**src/fcd_consts.svh**
```systemverilog
// register map, field encodings, reset values and timing counts of the dma controller
`ifndef FCD_CONSTS_SVH
`define FCD_CONSTS_SVH
`define FCD_NUM_CH         4
`define FCD_OFS_SRC        2'h0
`define FCD_OFS_DST        2'h1
`define FCD_OFS_CNT        2'h2
`define FCD_OFS_CTL        2'h3
`define FCD_OFS_OPR        8'h40
`define FCD_CH_SPAN        8'h40
`define FCD_CTL_RST        32'h0000_0000
`define FCD_CTL_WMASK      32'h0f43_fffd
`define FCD_CTL_TE_BIT     1
`define FCD_CTL_ENDPOL_BIT 22
`define FCD_CNT_ONE        24'h00_0001
`define FCD_PSEL_MAX       4'hc
`define FCD_UNIT_B         2'h0
`define FCD_UNIT_W         2'h1
`define FCD_UNIT_L         2'h2
`define FCD_UNIT_16        2'h3
`define FCD_AM_FIX         2'h0
`define FCD_AM_INC         2'h1
`define FCD_AM_DEC         2'h2
`define FCD_SRC_AUTO       2'h0
`define FCD_SRC_EXT        2'h1
`define FCD_SRC_PER        2'h2
`define FCD_BM_CS          2'h0
`define FCD_BM_CSI         2'h1
`define FCD_BM_BURST       2'h2
`define FCD_DET_LOW        2'h0
`define FCD_DET_HIGH       2'h1
`define FCD_DET_RISE       2'h2
`define FCD_DET_FALL       2'h3
`define FCD_CLK_NS         20
`define FCD_GAP_NS         160
`define FCD_GAP_CYC        ((`FCD_GAP_NS + `FCD_CLK_NS - 1) / `FCD_CLK_NS)
`endif

```
**src/fcd_pkg.sv**
```systemverilog
// types shared by the dma controller modules
package fcd_pkg;
  typedef enum logic [1:0] {ST_IDLE, ST_RD, ST_WR, ST_GAP} fcd_state_t;

  // channel control word, msb first
  typedef struct packed {
    logic [3:0] rsv_hi;
    logic [3:0] psel;
    logic       rsv_23;
    logic       end_pol;
    logic [3:0] rsv_mid;
    logic       ack_pol;
    logic [1:0] detect;
    logic [1:0] bus_mode;
    logic [1:0] req_src;
    logic       dev_to_mem;
    logic       single;
    logic [1:0] dst_mode;
    logic [1:0] src_mode;
    logic [1:0] unit;
    logic       ie;
    logic       te;
    logic       en;
  } fcd_ctl_t;

  // one memory access issued by the engine
  typedef struct packed {
    logic        req;
    logic        we;
    logic [1:0]  size;
    logic [31:0] addr;
    logic [31:0] wdata;
  } fcd_mem_cmd_t;
endpackage : fcd_pkg

```
**src/fcd_req_detect.sv**
```systemverilog
// external request synchroniser with level and edge detection
`timescale 1ns/1ps
`include "fcd_consts.svh"
module fcd_req_detect (
  input  wire logic       clk_in,
  input  wire logic       rst_n_in,
  input  wire logic       req_in,
  input  wire logic [1:0] mode_in,
  input  wire logic       take_in,
  output logic            req_out
);
  logic       sync0;
  logic       sync1;
  logic       prev;
  logic [2:0] primed;
  logic       pend;
  logic       edge_hit;

  // two-flop synchroniser, then one more stage for edge compare
  always_ff @(posedge clk_in or negedge rst_n_in)
    if (!rst_n_in)
    begin
      sync0  <= 1'b0;
      sync1  <= 1'b0;
      prev   <= 1'b0;
      primed <= 3'h0;
    end
    else
    begin
      sync0  <= req_in;
      sync1  <= sync0;
      prev   <= sync1;
      primed <= {primed[1:0], 1'b1};
    end

  // primed keeps the reset value of the chain from faking an edge
  assign edge_hit = primed[2] &&
                    ((mode_in == `FCD_DET_RISE && sync1 && !prev) ||
                     (mode_in == `FCD_DET_FALL && !sync1 && prev));

  // edge latch: a new edge in the cycle the engine takes it still counts
  always_ff @(posedge clk_in or negedge rst_n_in)
    if (!rst_n_in)
      pend <= 1'b0;
    else if (edge_hit)
      pend <= 1'b1;
    else if (take_in)
      pend <= 1'b0;

  always_comb
    case (mode_in)
      `FCD_DET_LOW:  req_out = primed[2] && !sync1;
      `FCD_DET_HIGH: req_out = primed[2] && sync1;
      default:       req_out = pend;
    endcase
endmodule : fcd_req_detect

```
**src/fcd_dma_top.sv**
```systemverilog
// four-channel dma controller: registers, arbiter and transfer engine
//
// Design decisions made here: the address-and-strobe port and the address map.
`timescale 1ns/1ps
`include "fcd_consts.svh"
module fcd_dma_top (
  // clock and reset
  input  wire logic                 MCLK_IN,
  input  wire logic                 RST_N_IN,
  // register port
  input  wire logic [7:0]           REG_ADDR_IN,
  input  wire logic [31:0]          REG_WDATA_IN,
  input  wire logic                 REG_WR_IN,
  input  wire logic                 REG_RD_IN,
  output logic [31:0]               REG_RDATA_OUT,
  // transfer requests
  input  wire logic                 XFER_REQUEST_IN_CH0,
  input  wire logic                 XFER_REQUEST_IN_CH1,
  input  wire logic [12:0]          PERIPH_REQ_IN,
  // external strobes
  output logic                      XFER_ACK_OUT_CH0,
  output logic                      XFER_ACK_OUT_CH1,
  output logic                      XFER_END_OUT,
  // memory master
  output fcd_pkg::fcd_mem_cmd_t     MEM_CMD_OUT,
  input  wire logic [31:0]          MEM_RDATA_IN,
  input  wire logic                 MEM_DONE_IN,
  // interrupt requests
  output logic [3:0]                IRQ_OUT
);
  import fcd_pkg::*;

  localparam int NCH = `FCD_NUM_CH;

  logic [31:0] src_addr [NCH];
  logic [31:0] dst_addr [NCH];
  logic [23:0] xfer_cnt [NCH];
  fcd_ctl_t    ctl      [NCH];
  logic [31:0] blk      [4];
  logic        op_en;
  logic        op_rr;
  fcd_state_t  state;
  logic [1:0]  cur;
  logic [2:0]  beat;
  logic [1:0]  rr_ptr;
  logic [3:0]  gap_cnt;
  logic        burst_hold;
  logic [1:0]  ext_det;
  logic [3:0]  req_vec;
  logic [3:0]  rdy;
  logic [2:0]  pick_res;
  logic        start;
  logic [1:0]  next_cur;
  logic [3:0]  take;
  logic        unit_done;
  logic        cnt_end;
  logic [2:0]  last;
  logic [31:0] nxt_src;
  logic [31:0] nxt_dst;
  logic [4:0]  dec_hit;
  fcd_ctl_t    cc;
  fcd_ctl_t    nc;

  // channel registers sit at ch*16, operation register above them
  function automatic logic [4:0] decode(input logic [7:0] a);
    decode = {a < `FCD_CH_SPAN, a[5:4], a[3:2]};
  endfunction : decode

  function automatic logic [31:0] unit_step(input logic [1:0] u);
    case (u)
      `FCD_UNIT_B: unit_step = 32'h1;
      `FCD_UNIT_W: unit_step = 32'h2;
      `FCD_UNIT_L: unit_step = 32'h4;
      default:     unit_step = 32'h10;
    endcase
  endfunction : unit_step

  function automatic logic [31:0] adv(input logic [31:0] a, input logic [1:0] m,
                                      input logic [1:0] u);
    case (m)
      `FCD_AM_INC: adv = a + unit_step(u);
      `FCD_AM_DEC: adv = a - unit_step(u);
      default:     adv = a;
    endcase
  endfunction : adv

  // first ready channel at or after the start index
  function automatic logic [2:0] pick(input logic [3:0] r, input logic [1:0] s);
    logic [1:0] k;
    pick = 3'h0;
    for (int i = NCH - 1; i >= 0; i--)
    begin
      k = s + 2'(i);
      if (r[k])
        pick = {1'b1, k};
    end
  endfunction : pick

  // external request detectors for the two pin channels
  genvar g;
  generate
    for (g = 0; g < 2; g++)
    begin : g_ext
      fcd_req_detect i_fcd_req_detect (
        .clk_in   (MCLK_IN),
        .rst_n_in (RST_N_IN),
        .req_in   (g == 0 ? XFER_REQUEST_IN_CH0 : XFER_REQUEST_IN_CH1),
        .mode_in  (ctl[g].detect),
        .take_in  (take[g]),
        .req_out  (ext_det[g])
      );
    end
  endgenerate

  // request source per channel; only channels 0 and 1 see pins
  always_comb
    for (int i = 0; i < NCH; i++)
    begin
      case (ctl[i].req_src)
        `FCD_SRC_AUTO: req_vec[i] = 1'b1;
        `FCD_SRC_EXT:  req_vec[i] = (i < 2) && ext_det[i[0]];
        `FCD_SRC_PER:  req_vec[i] = (ctl[i].psel <= `FCD_PSEL_MAX) &&
                                    PERIPH_REQ_IN[ctl[i].psel];
        default:       req_vec[i] = 1'b0;
      endcase
      rdy[i] = op_en && ctl[i].en && !ctl[i].te && req_vec[i];
    end

  // arbitration: burst keeps the bus, else fixed or rotating priority
  assign pick_res = pick(rdy, op_rr ? rr_ptr : 2'h0);
  assign start    = (state == ST_IDLE) && (pick_res[2] || (burst_hold && rdy[cur]));
  assign next_cur = (burst_hold && rdy[cur]) ? cur : pick_res[1:0];
  assign take     = start ? (4'h1 << next_cur) : 4'h0;
  assign cc       = ctl[cur];
  assign nc       = ctl[next_cur];
  assign last     = (cc.unit == `FCD_UNIT_16) ? 3'h3 : 3'h0;
  assign cnt_end  = (xfer_cnt[cur] == `FCD_CNT_ONE);
  assign unit_done = MEM_DONE_IN && ((state == ST_RD && cc.single) ||
                     (state == ST_WR && (cc.single || beat == last)));
  assign nxt_src  = adv(src_addr[cur], cc.src_mode, cc.unit);
  assign nxt_dst  = adv(dst_addr[cur], cc.dst_mode, cc.unit);
  assign dec_hit  = decode(REG_ADDR_IN);

  // address and count: no reset, engine wins over a software write
  always_ff @(posedge MCLK_IN)
    for (int i = 0; i < NCH; i++)
    begin
      if (unit_done && cur == 2'(i))
      begin
        if (!cc.single || !cc.dev_to_mem)
          src_addr[i] <= nxt_src;
        if (!cc.single || cc.dev_to_mem)
          dst_addr[i] <= nxt_dst;
        xfer_cnt[i] <= xfer_cnt[i] - 24'h1;
      end
      else if (REG_WR_IN && dec_hit[4] && dec_hit[3:2] == 2'(i))
      begin
        case (dec_hit[1:0])
          `FCD_OFS_SRC: src_addr[i] <= REG_WDATA_IN;
          `FCD_OFS_DST: dst_addr[i] <= REG_WDATA_IN;
          `FCD_OFS_CNT: xfer_cnt[i] <= REG_WDATA_IN[23:0];
          default: ;
        endcase
      end
    end

  // control words; end flag set wins over a software clear
  always_ff @(posedge MCLK_IN or negedge RST_N_IN)
    if (!RST_N_IN)
    begin
      for (int i = 0; i < NCH; i++)
        ctl[i] <= `FCD_CTL_RST;
    end
    else
    begin
      for (int i = 0; i < NCH; i++)
      begin
        if (REG_WR_IN && dec_hit[4] && dec_hit[3:2] == 2'(i) &&
            dec_hit[1:0] == `FCD_OFS_CTL)
        begin
          ctl[i] <= (REG_WDATA_IN & `FCD_CTL_WMASK &
                     ~((i == 0) ? 32'h0 : (32'h1 << `FCD_CTL_ENDPOL_BIT))) |
                    (32'(ctl[i].te & REG_WDATA_IN[`FCD_CTL_TE_BIT]) << `FCD_CTL_TE_BIT);
        end
        if (unit_done && cnt_end && cur == 2'(i))
          ctl[i].te <= 1'b1;
      end
    end

  // operation register: master enable and priority mode
  always_ff @(posedge MCLK_IN or negedge RST_N_IN)
    if (!RST_N_IN)
    begin
      op_en <= 1'b0;
      op_rr <= 1'b0;
    end
    else if (REG_WR_IN && REG_ADDR_IN == `FCD_OFS_OPR)
    begin
      op_en <= REG_WDATA_IN[0];
      op_rr <= REG_WDATA_IN[1];
    end

  // rotating pointer: the channel just granted drops to last place
  always_ff @(posedge MCLK_IN or negedge RST_N_IN)
    if (!RST_N_IN)
      rr_ptr <= 2'h0;
    else if (start)
      rr_ptr <= next_cur + 2'h1;

  // block buffer for four-longword units
  always_ff @(posedge MCLK_IN)
    if (state == ST_RD && MEM_DONE_IN)
      blk[beat[1:0]] <= MEM_RDATA_IN;

  // transfer engine
  always_ff @(posedge MCLK_IN or negedge RST_N_IN)
    if (!RST_N_IN)
    begin
      state            <= ST_IDLE;
      cur              <= 2'h0;
      beat             <= 3'h0;
      gap_cnt          <= 4'h0;
      burst_hold       <= 1'b0;
      MEM_CMD_OUT      <= '0;
      XFER_ACK_OUT_CH0 <= 1'b1;
      XFER_ACK_OUT_CH1 <= 1'b1;
    end
    else
    begin
      case (state)
        ST_IDLE:
        begin
          XFER_ACK_OUT_CH0 <= !ctl[0].ack_pol;
          XFER_ACK_OUT_CH1 <= !ctl[1].ack_pol;
          if (start)
          begin
            cur   <= next_cur;
            beat  <= 3'h0;
            state <= (nc.single && nc.dev_to_mem) ? ST_WR : ST_RD;
            MEM_CMD_OUT.req   <= 1'b1;
            MEM_CMD_OUT.we    <= nc.single && nc.dev_to_mem;
            MEM_CMD_OUT.size  <= (nc.unit == `FCD_UNIT_16) ? `FCD_UNIT_L : nc.unit;
            MEM_CMD_OUT.addr  <= (nc.single && nc.dev_to_mem) ? dst_addr[next_cur] :
                                 src_addr[next_cur];
            MEM_CMD_OUT.wdata <= 32'h0;
            if (nc.req_src == `FCD_SRC_EXT && next_cur == 2'h0)
              XFER_ACK_OUT_CH0 <= ctl[0].ack_pol;
            if (nc.req_src == `FCD_SRC_EXT && next_cur == 2'h1)
              XFER_ACK_OUT_CH1 <= ctl[1].ack_pol;
          end
        end
        ST_RD:
          if (MEM_DONE_IN && !cc.single)
          begin
            if (beat == last)
            begin
              beat              <= 3'h0;
              state             <= ST_WR;
              MEM_CMD_OUT.we    <= 1'b1;
              MEM_CMD_OUT.addr  <= dst_addr[cur];
              MEM_CMD_OUT.wdata <= (beat == 3'h0) ? MEM_RDATA_IN : blk[0];
            end
            else
            begin
              beat             <= beat + 3'h1;
              MEM_CMD_OUT.addr <= src_addr[cur] + {27'h0, beat + 3'h1, 2'b00};
            end
          end
        ST_WR:
          if (MEM_DONE_IN && !unit_done)
          begin
            beat              <= beat + 3'h1;
            MEM_CMD_OUT.addr  <= dst_addr[cur] + {27'h0, beat + 3'h1, 2'b00};
            // all four longwords sit in the block buffer by now; the bus
            // data during a write beat is not the block's data
            MEM_CMD_OUT.wdata <= blk[2'(beat + 3'h1)];
          end
        ST_GAP:
        begin
          // intermittent mode keeps the bus idle for a fixed gap; no channel can start until it ends
          gap_cnt <= gap_cnt - 4'h1;
          if (gap_cnt == 4'h1)
            state <= ST_IDLE;
        end
        default: state <= ST_IDLE;
      endcase
      if (unit_done)
      begin
        MEM_CMD_OUT.req  <= 1'b0;
        MEM_CMD_OUT.we   <= 1'b0;
        XFER_ACK_OUT_CH0 <= !ctl[0].ack_pol;
        XFER_ACK_OUT_CH1 <= !ctl[1].ack_pol;
        burst_hold       <= (cc.bus_mode == `FCD_BM_BURST) && !cnt_end;
        gap_cnt          <= 4'(`FCD_GAP_CYC);
        state <= (cc.bus_mode == `FCD_BM_CSI && !cnt_end) ? ST_GAP : ST_IDLE;
      end
    end

  // end strobe for channel 0, one cycle at its programmed level
  always_ff @(posedge MCLK_IN or negedge RST_N_IN)
    if (!RST_N_IN)
      XFER_END_OUT <= 1'b1;
    else if (unit_done && cnt_end && cur == 2'h0)
      XFER_END_OUT <= ctl[0].end_pol;
    else
      XFER_END_OUT <= !ctl[0].end_pol;

  // interrupt level per channel while the end flag stands and ie is set
  always_ff @(posedge MCLK_IN or negedge RST_N_IN)
    if (!RST_N_IN)
      IRQ_OUT <= 4'h0;
    else
      for (int i = 0; i < NCH; i++)
        IRQ_OUT[i] <= ctl[i].te && ctl[i].ie;

  // read data stands only in the cycle after the strobe
  always_ff @(posedge MCLK_IN or negedge RST_N_IN)
    if (!RST_N_IN)
      REG_RDATA_OUT <= 32'h0;
    else if (!REG_RD_IN)
      REG_RDATA_OUT <= 32'h0;
    else if (REG_ADDR_IN == `FCD_OFS_OPR)
      REG_RDATA_OUT <= {24'h0, (state != ST_IDLE) ? (4'h1 << cur) : 4'h0,
                        2'h0, op_rr, op_en};
    else if (dec_hit[4])
      case (dec_hit[1:0])
        `FCD_OFS_SRC: REG_RDATA_OUT <= src_addr[dec_hit[3:2]];
        `FCD_OFS_DST: REG_RDATA_OUT <= dst_addr[dec_hit[3:2]];
        `FCD_OFS_CNT: REG_RDATA_OUT <= {8'h0, xfer_cnt[dec_hit[3:2]]};
        default:      REG_RDATA_OUT <= ctl[dec_hit[3:2]];
      endcase
    else
      REG_RDATA_OUT <= 32'h0;
endmodule : fcd_dma_top

```
**config.mk**
```make
export PLATFORM = sky130hd
export DESIGN_NAME = fcd_dma_top
export DESIGN_NICKNAME = d
export VERILOG_FILES = /design/src/fcd_pkg.sv /design/src/fcd_req_detect.sv /design/src/fcd_dma_top.sv
export VERILOG_INCLUDE_DIRS = /design/src
export SDC_FILE = /design/constraint.sdc
export NUM_CORES = 2
export LEC_CHECK = 0
export BUFFER_PORTS_ARGS = -buffer_cell sky130_fd_sc_hd__clkbuf_2
export CORE_AREA = 2 2 303 335
export DETAILED_ROUTE_END_ITERATION = 10
export DIE_AREA = 0 0 305 337
export GPL_ROUTABILITY_DRIVEN = 1
export HOLD_SLACK_MARGIN = 0.06
export PLACE_DENSITY_LB_ADDON = 0.2
export SLEW_MARGIN = 20
export SYNTH_ARGS = -nofsm -noshare
export SYNTH_HDL_FRONTEND = slang
export SYNTH_SLANG_ARGS = --single-unit
```
**constraint.sdc**
```tcl
create_clock -name MCLK_IN -period 6.33 [get_ports MCLK_IN]
set_input_delay 1.899 -clock MCLK_IN [delete_from_list [all_inputs] [get_ports MCLK_IN]]
set_output_delay 1.899 -clock MCLK_IN [all_outputs]
set_load 0.005 [all_outputs]
```
* Yosys cells after proc, flatten, opt, wreduce, memory -nomap -nowiden
Memories as Yosys holds them, arrays and structs flattened.
Cells that the tools add are included.
** Operators by class
- $add $sub $neg :: 16
- Order comparisons :: 17
- Eq/ne operators :: 48
- Shift operators :: 2
- Multiplexer cells :: 182
- Bitwise gates (word level) :: 23
- Reductions and logical operators :: 120
** Operators with widths (number)
- 32-bit two-way mux :: 21
- 32-bit binary-select mux with 2-bit select :: 3
- 64-bit one-hot mux with 3 select lines :: 1
- 64-bit two-way mux :: 2
- 32-bit one-hot mux with 2 select lines :: 2
- 28-bit by 2-bit bitwise OR with 28-bit output :: 4
- 1-bit two-way mux :: 96
- 24-bit two-way mux :: 4
- 32-bit one-hot mux with 3 select lines :: 1
- 24-bit by 1-bit subtractor with 24-bit output (second input constant) :: 4
- 68-bit two-way mux :: 1
- 1-bit logical AND :: 66
- 32-bit adder :: 2
- 32-bit by 5-bit adder with 32-bit output :: 2
- 32-bit subtractor :: 2
- 2-bit equality test (second input constant) :: 22
- 2-bit two-way mux :: 17
- 15-bit two-way mux :: 2
- 2-bit by 1-bit equality test with 1-bit output (second input constant) :: 14
- 13-bit two-way mux :: 2
- 24-bit by 1-bit equality test with 1-bit output (second input constant) :: 1
- 2-bit logical NOT :: 12
- 3-bit two-way mux :: 8
- 4-bit by 5-bit less-than comparator with 1-bit output (second input constant) :: 4
- other kinds (37) :: 115
** Word-level totals
- Bits in registers :: 249
- RAM bits :: 480
- Output and inout port bits :: 107
- Word-level logic and storage cells :: 504
- Memories kept :: 4
** Memories
- blk :: words 4, bits a word 32, read ports 2, clocked after Yosys merged registers in 0, wr ports 1, RTL line fcd_dma_top.sv:39 : logic [31:0] blk [4];
- dst_addr :: words 4, bits a word 32, read ports 3, clocked after Yosys merged registers in 0, wr ports 4, RTL line fcd_dma_top.sv:36 : logic [31:0] dst_addr [NCH];
- src_addr :: words 4, bits a word 32, read ports 3, clocked after Yosys merged registers in 0, wr ports 4, RTL line fcd_dma_top.sv:35 : logic [31:0] src_addr [NCH];
- xfer_cnt :: words 4, bits a word 24, read ports 6, clocked after Yosys merged registers in 0, wr ports 4, RTL line fcd_dma_top.sv:37 : logic [23:0] xfer_cnt [NCH];

* Longest topological paths before layout
- Depth in word-level cells :: 22
- Gate-level depth with buffers :: 28

* Hierarchy
A second synthesis with hierarchy kept.
** Second synthesis, totals
- Cell total of the unflattened synthesis :: 4094
- Area total of the unflattened synthesis :: 44167.4 µm²
** By module, submodules not included
- fcd_dma_top :: times used 1, cells each 4058, area each 43691.9 µm², sequential area each 19722.7 µm²
- fcd_req_detect :: times used 2, cells each 18, area each 237.7 µm², sequential area each 175.2 µm²

* Least setup slack after synthesis
Ideal clock, no wire load.
- Path type :: reg-to-reg
- Start :: register cur[0]
- End :: memory dst_addr[3][31] (data pin)
- Setup time :: 0.255 ns
- Arrival :: 6.584 ns
- Required time :: 6.075 ns
- Slack :: -0.509 ns
- Stages on the path, launching flop included :: 28
- Path buffers :: 9
- Period minus slack after synthesis :: 6.839 ns
- Path through :: dfrtp_1 > buf_2 > buf_4 > buf_4 > buf_4 > buf_4 > buf_2 > buf_2 > buf_2 > buf_4 > mux4_2 > inv_1 > ha_1 > mux2_2 > inv_1 > ha_1 > nor2b_1 > o21a_1 > o21ai_0 > nand3_1 > a211o_1 > a31o_2 > a211oi_1 > o311ai_0 > o31a_1 > a221oi_1 > o211ai_1 > and3_1
** RTL lines
- start, declared :: RTL line fcd_dma_top.sv:43 : logic [1:0] cur;
- start signal, assigned :: RTL line fcd_dma_top.sv:237 : cur <= next_cur;
- end, declared :: RTL line fcd_dma_top.sv:36

==> results.yml <==
status:
  status: "finished, final reports clean"
grt:
  grt_pass1_vias: 34990
  grt_max_degree: 98
  track_usage: 0.3188
  grt_pass1_wl_mm: 240.3
  grt_overflow: 0
  antenna_found_initial: 8
drt:
  wl_mm: 165.6
  drt_iter0_drc: 4233
  drt_pass1_iterations: 7
  antenna_left: 0
  viasPerCell: 6.334
  post_drt_wl_per_cell_um: 29.05
  vias: 36110
  post-route-drc-count: 0
critical_path:
  crit_required_ns: 6.74
  worstPathMaxFanout: 9
  crit_path_frequent_cell: "ha_1"
  cp-end-kind: "flip-flop"
  timing_worst_setup_path_type: "reg2reg"
  cp_cell_sequence: "mux4_2 -> or2_2 -> ha_1 -> mux2_2 -> inv_1 -> ha_1 -> nor2b_1 -> o21a_1 -> o21ai_0 -> nand3_1 -> a211o_1 -> a31o_2 -> a211oi_1 -> o311ai_0 -> o31a_1 -> a221oi_2 -> o211ai_1 -> and3_1"
  worstPathArrival_ns: 6.50
  max_stage_delay_ns: 0.66
  worst_setup_path_start_kind: "flip-flop"
  cp_slowest_cell: "mux4_2"
  crit_start: "cur[0]"
  reg2reg_from: "cur[0]"
timing:
  relSlewSlack: 0.2749
  worstMarginPinSlew_ns: 1.085
  skew_ns: 0.04487
  fin_crit_ns: 6.097
  fin_setup_tns_ns: 0
  finalCritPeriodShare: 0.9632
  max_freq_mhz: 164.0
  rsz0062_at_grt: "no"
  slew_viol_final: 0
  final_hold_viol_count: 0
  setup_viol: 0
yosys:
  syn_nets: 4414
  ys_ff_latch: 703
  ys_warn_count: 0
  ys_types: 83
  avgSynthCellArea_um2: 10.52
  synth-edff-count: 480
  syn_inst: 4231
  ys.flop_type: "edfxtp_1"
  syn-cell-area_mm2: 0.04450
  async_flop_share: 0.3172
  ys_seq_area_frac: 0.4494
placement:
  io_buffers: 198
  hpwl_mm: 114.7
  place_congestion: 0.9837
clock_tree:
  cts_tree: "done"
  hold_buffers: 0
  clkTransAtPathRegs_ns: 0.06
  post-cts-setup-buffers: 0
  clkSinkCount: 703
  cts.path.max_buffers: 3
  cts.htree.levels: 3
  clock_latency_ns: 0.67
  cts_buffers: 81
  cts-resized-gates: 0
  cts_root_buffer: "clkbuf_16"
final_layout:
  layout_commonest_cell: "nor2_1"
  final_nets: 4510
  seq_area_mm2: 0.02001
  fillCellCount: 8897
  syn_to_final_growth_pct: 12.66
  multiInputGateArea_mm2: 0.02323
  final_cell_mix: "nor2_1 (654), edfxtp_1 (480), nand2_1 (479)"
  drive_gt1_frac: 0.2073
power:
  clkPwrFrac: 0.253
  comb_power_share: 0.436
  p_leak_nw: 19.14
  switching_share: 0.3978
  p_int_mw: 12.57
  powerDensity_mw_per_mm2: 416.4
  p_sw_mw: 8.306
  vdd_ir_drop_max_uv: 255.5
  p_total_mw: 20.88
  power_frac_seq: 0.310
min_path:
  worstHoldStart: "g_ext[1].i_fcd_req_detect.primed[0]"
  hold_path.class: "reg2reg"
floorplanning:
  ios: 199
  die_w_um: 305
  die_h_um: 337
  rows: 122
  die_area_mm2: 0.1028
  core_mm2: 0.09968
  start_util: 0.4464
job:
  cap_viol_max_count: 0
area by class of cell:
class	count	share of cell area
tap	1302	0.03250
multi-input combinational	3158	0.4634
antenna	4	0.0001997
timing repair buffer	314	0.03978
sequential	703	0.3991
inverter	69	0.005166
clock buffer	103	0.04662
clock inverter	48	0.01320
worst max-delay path, delay by kind of cell, from the launching register on:
kind	cells	cell delay, ns
muxes	2	0.95
buffers and inverters	1	0.07
AOI/OAI and AO/OA	9	2.73
DFF	1	0.53
and+or+nand+nor	4	1.06
adders and majority gates	2	0.51
logic make-up (layout without fill, tap and decap cells):
kind of cell,Yosys count,after routing,share of synthesized area
simple gates,1525,1525,0.1488
fa+ha+maj,91,91,0.02626
buf+inv,370,534,0.03388
xor+xnor,190,190,0.03740
compound gates,840,840,0.1167
other cells,1,5,0.00008428
mux,511,511,0.1875
flops,703,703,0.4494
power groups by stage:
| stage | sequential (mW) | combinational, mW | clock [mW] |
|---|---|---|---|
| after CTS | 6.45 | 8.96 | 5.35 |
| after floorplan | 6.28 | 6.16 | 0 |
| after global placement | 6.52 | 8.80 | 0 |
| after detailed placement | 6.54 | 8.91 | 0 |
| after global routing | 6.51 | 9.89 | 5.54 |
| final | 6.48 | 9.11 | 5.29 |
cells in the mapped netlist (all sizes together), types with 25 or more instances:
| library cell | count | area [um^2] |
|---|---|---|
| nand2b | 25 | 156.4 |
| inv | 68 | 255.2 |
| and2 | 75 | 469.2 |
| o21ai | 313 | 1578 |
| nor2b | 40 | 250.2 |
| ha | 87 | 1089 |
| mux2 | 136 | 1531 |
| a211oi | 95 | 798.3 |
| a21o | 39 | 292.8 |
| buf | 79 | 415.4 |
| clkbuf | 222 | 833.3 |
| a22oi | 36 | 270.3 |
| mux4 | 243 | 5477 |
| xor2 | 81 | 709.4 |
| nand2 | 485 | 1821 |
| a21oi | 207 | 1036 |
| nand3 | 40 | 200.2 |
| nor2 | 664 | 2492 |
| and3 | 34 | 212.7 |
| edfxtp | 480 | 14410 |
| mux2i | 132 | 1334 |
| nor3 | 53 | 265.3 |
| dfrtp | 220 | 5505 |
| nor4 | 36 | 225.2 |
| xnor2 | 109 | 954.7 |
through the flow:
step                      utilization  setup slack [ns]  cell area, um^2  cells  hold WS, ns
after detailed placement       0.4727            0.3881            47120   5546       0.3347
after global routing           0.5029           0.09520            50130   5701       0.3531
final                          0.5029            0.2331            50130   5701       0.3454
after floorplan                     -           0.01370            44530   4231       0.3312
after CTS                      0.5028            0.3574            50120   5697       0.3474
after global placement         0.4724            0.4218            47090   5545       0.3313
final timing paths:
check / depth (start not counted) / slack, ns / to
setup / recovery: 18 / 0.23 / dst_addr[2][31]
setup reg to reg: 18 / 0.23 / dst_addr[2][31]
hold / removal: 0 / 0.35 / g_ext[1].i_fcd_req_detect.primed[1]
max in group asynchronous: 2 / 3.91 / REG_RDATA_OUT[9]
min in group asynchronous: 1 / 1.33 / gap_cnt[3]
hold reg to reg: 0 / 0.35 / g_ext[1].i_fcd_req_detect.primed[1]
state kept, by name, summed over array words and instances, names as in the netlist, 2 cells and up:
signal	flops
blk	128
dst_addr	128
src_addr	128
xfer_cnt	96
ctl	89
MEM_CMD_OUT	68
REG_RDATA_OUT	32
IRQ_OUT	4
gap_cnt	4
beat	3
g_ext.i_fcd_req_detect.primed	3
cur	2
g_ext.i_fcd_req_detect.pend	2
g_ext.i_fcd_req_detect.prev	2
g_ext.i_fcd_req_detect.sync0	2
g_ext.i_fcd_req_detect.sync1	2
rr_ptr	2
state	2
per-layer routing:
metal	track usage	vias to the layer above	wire, um
met2	0.5113	2044	76120
met5	0	-	21
met3	0.06688	422	16490
met4	0.1627	4	9376
li1	-	15730	-
met1	0.4099	17910	63600
Power figures use the tool's default switching activity.
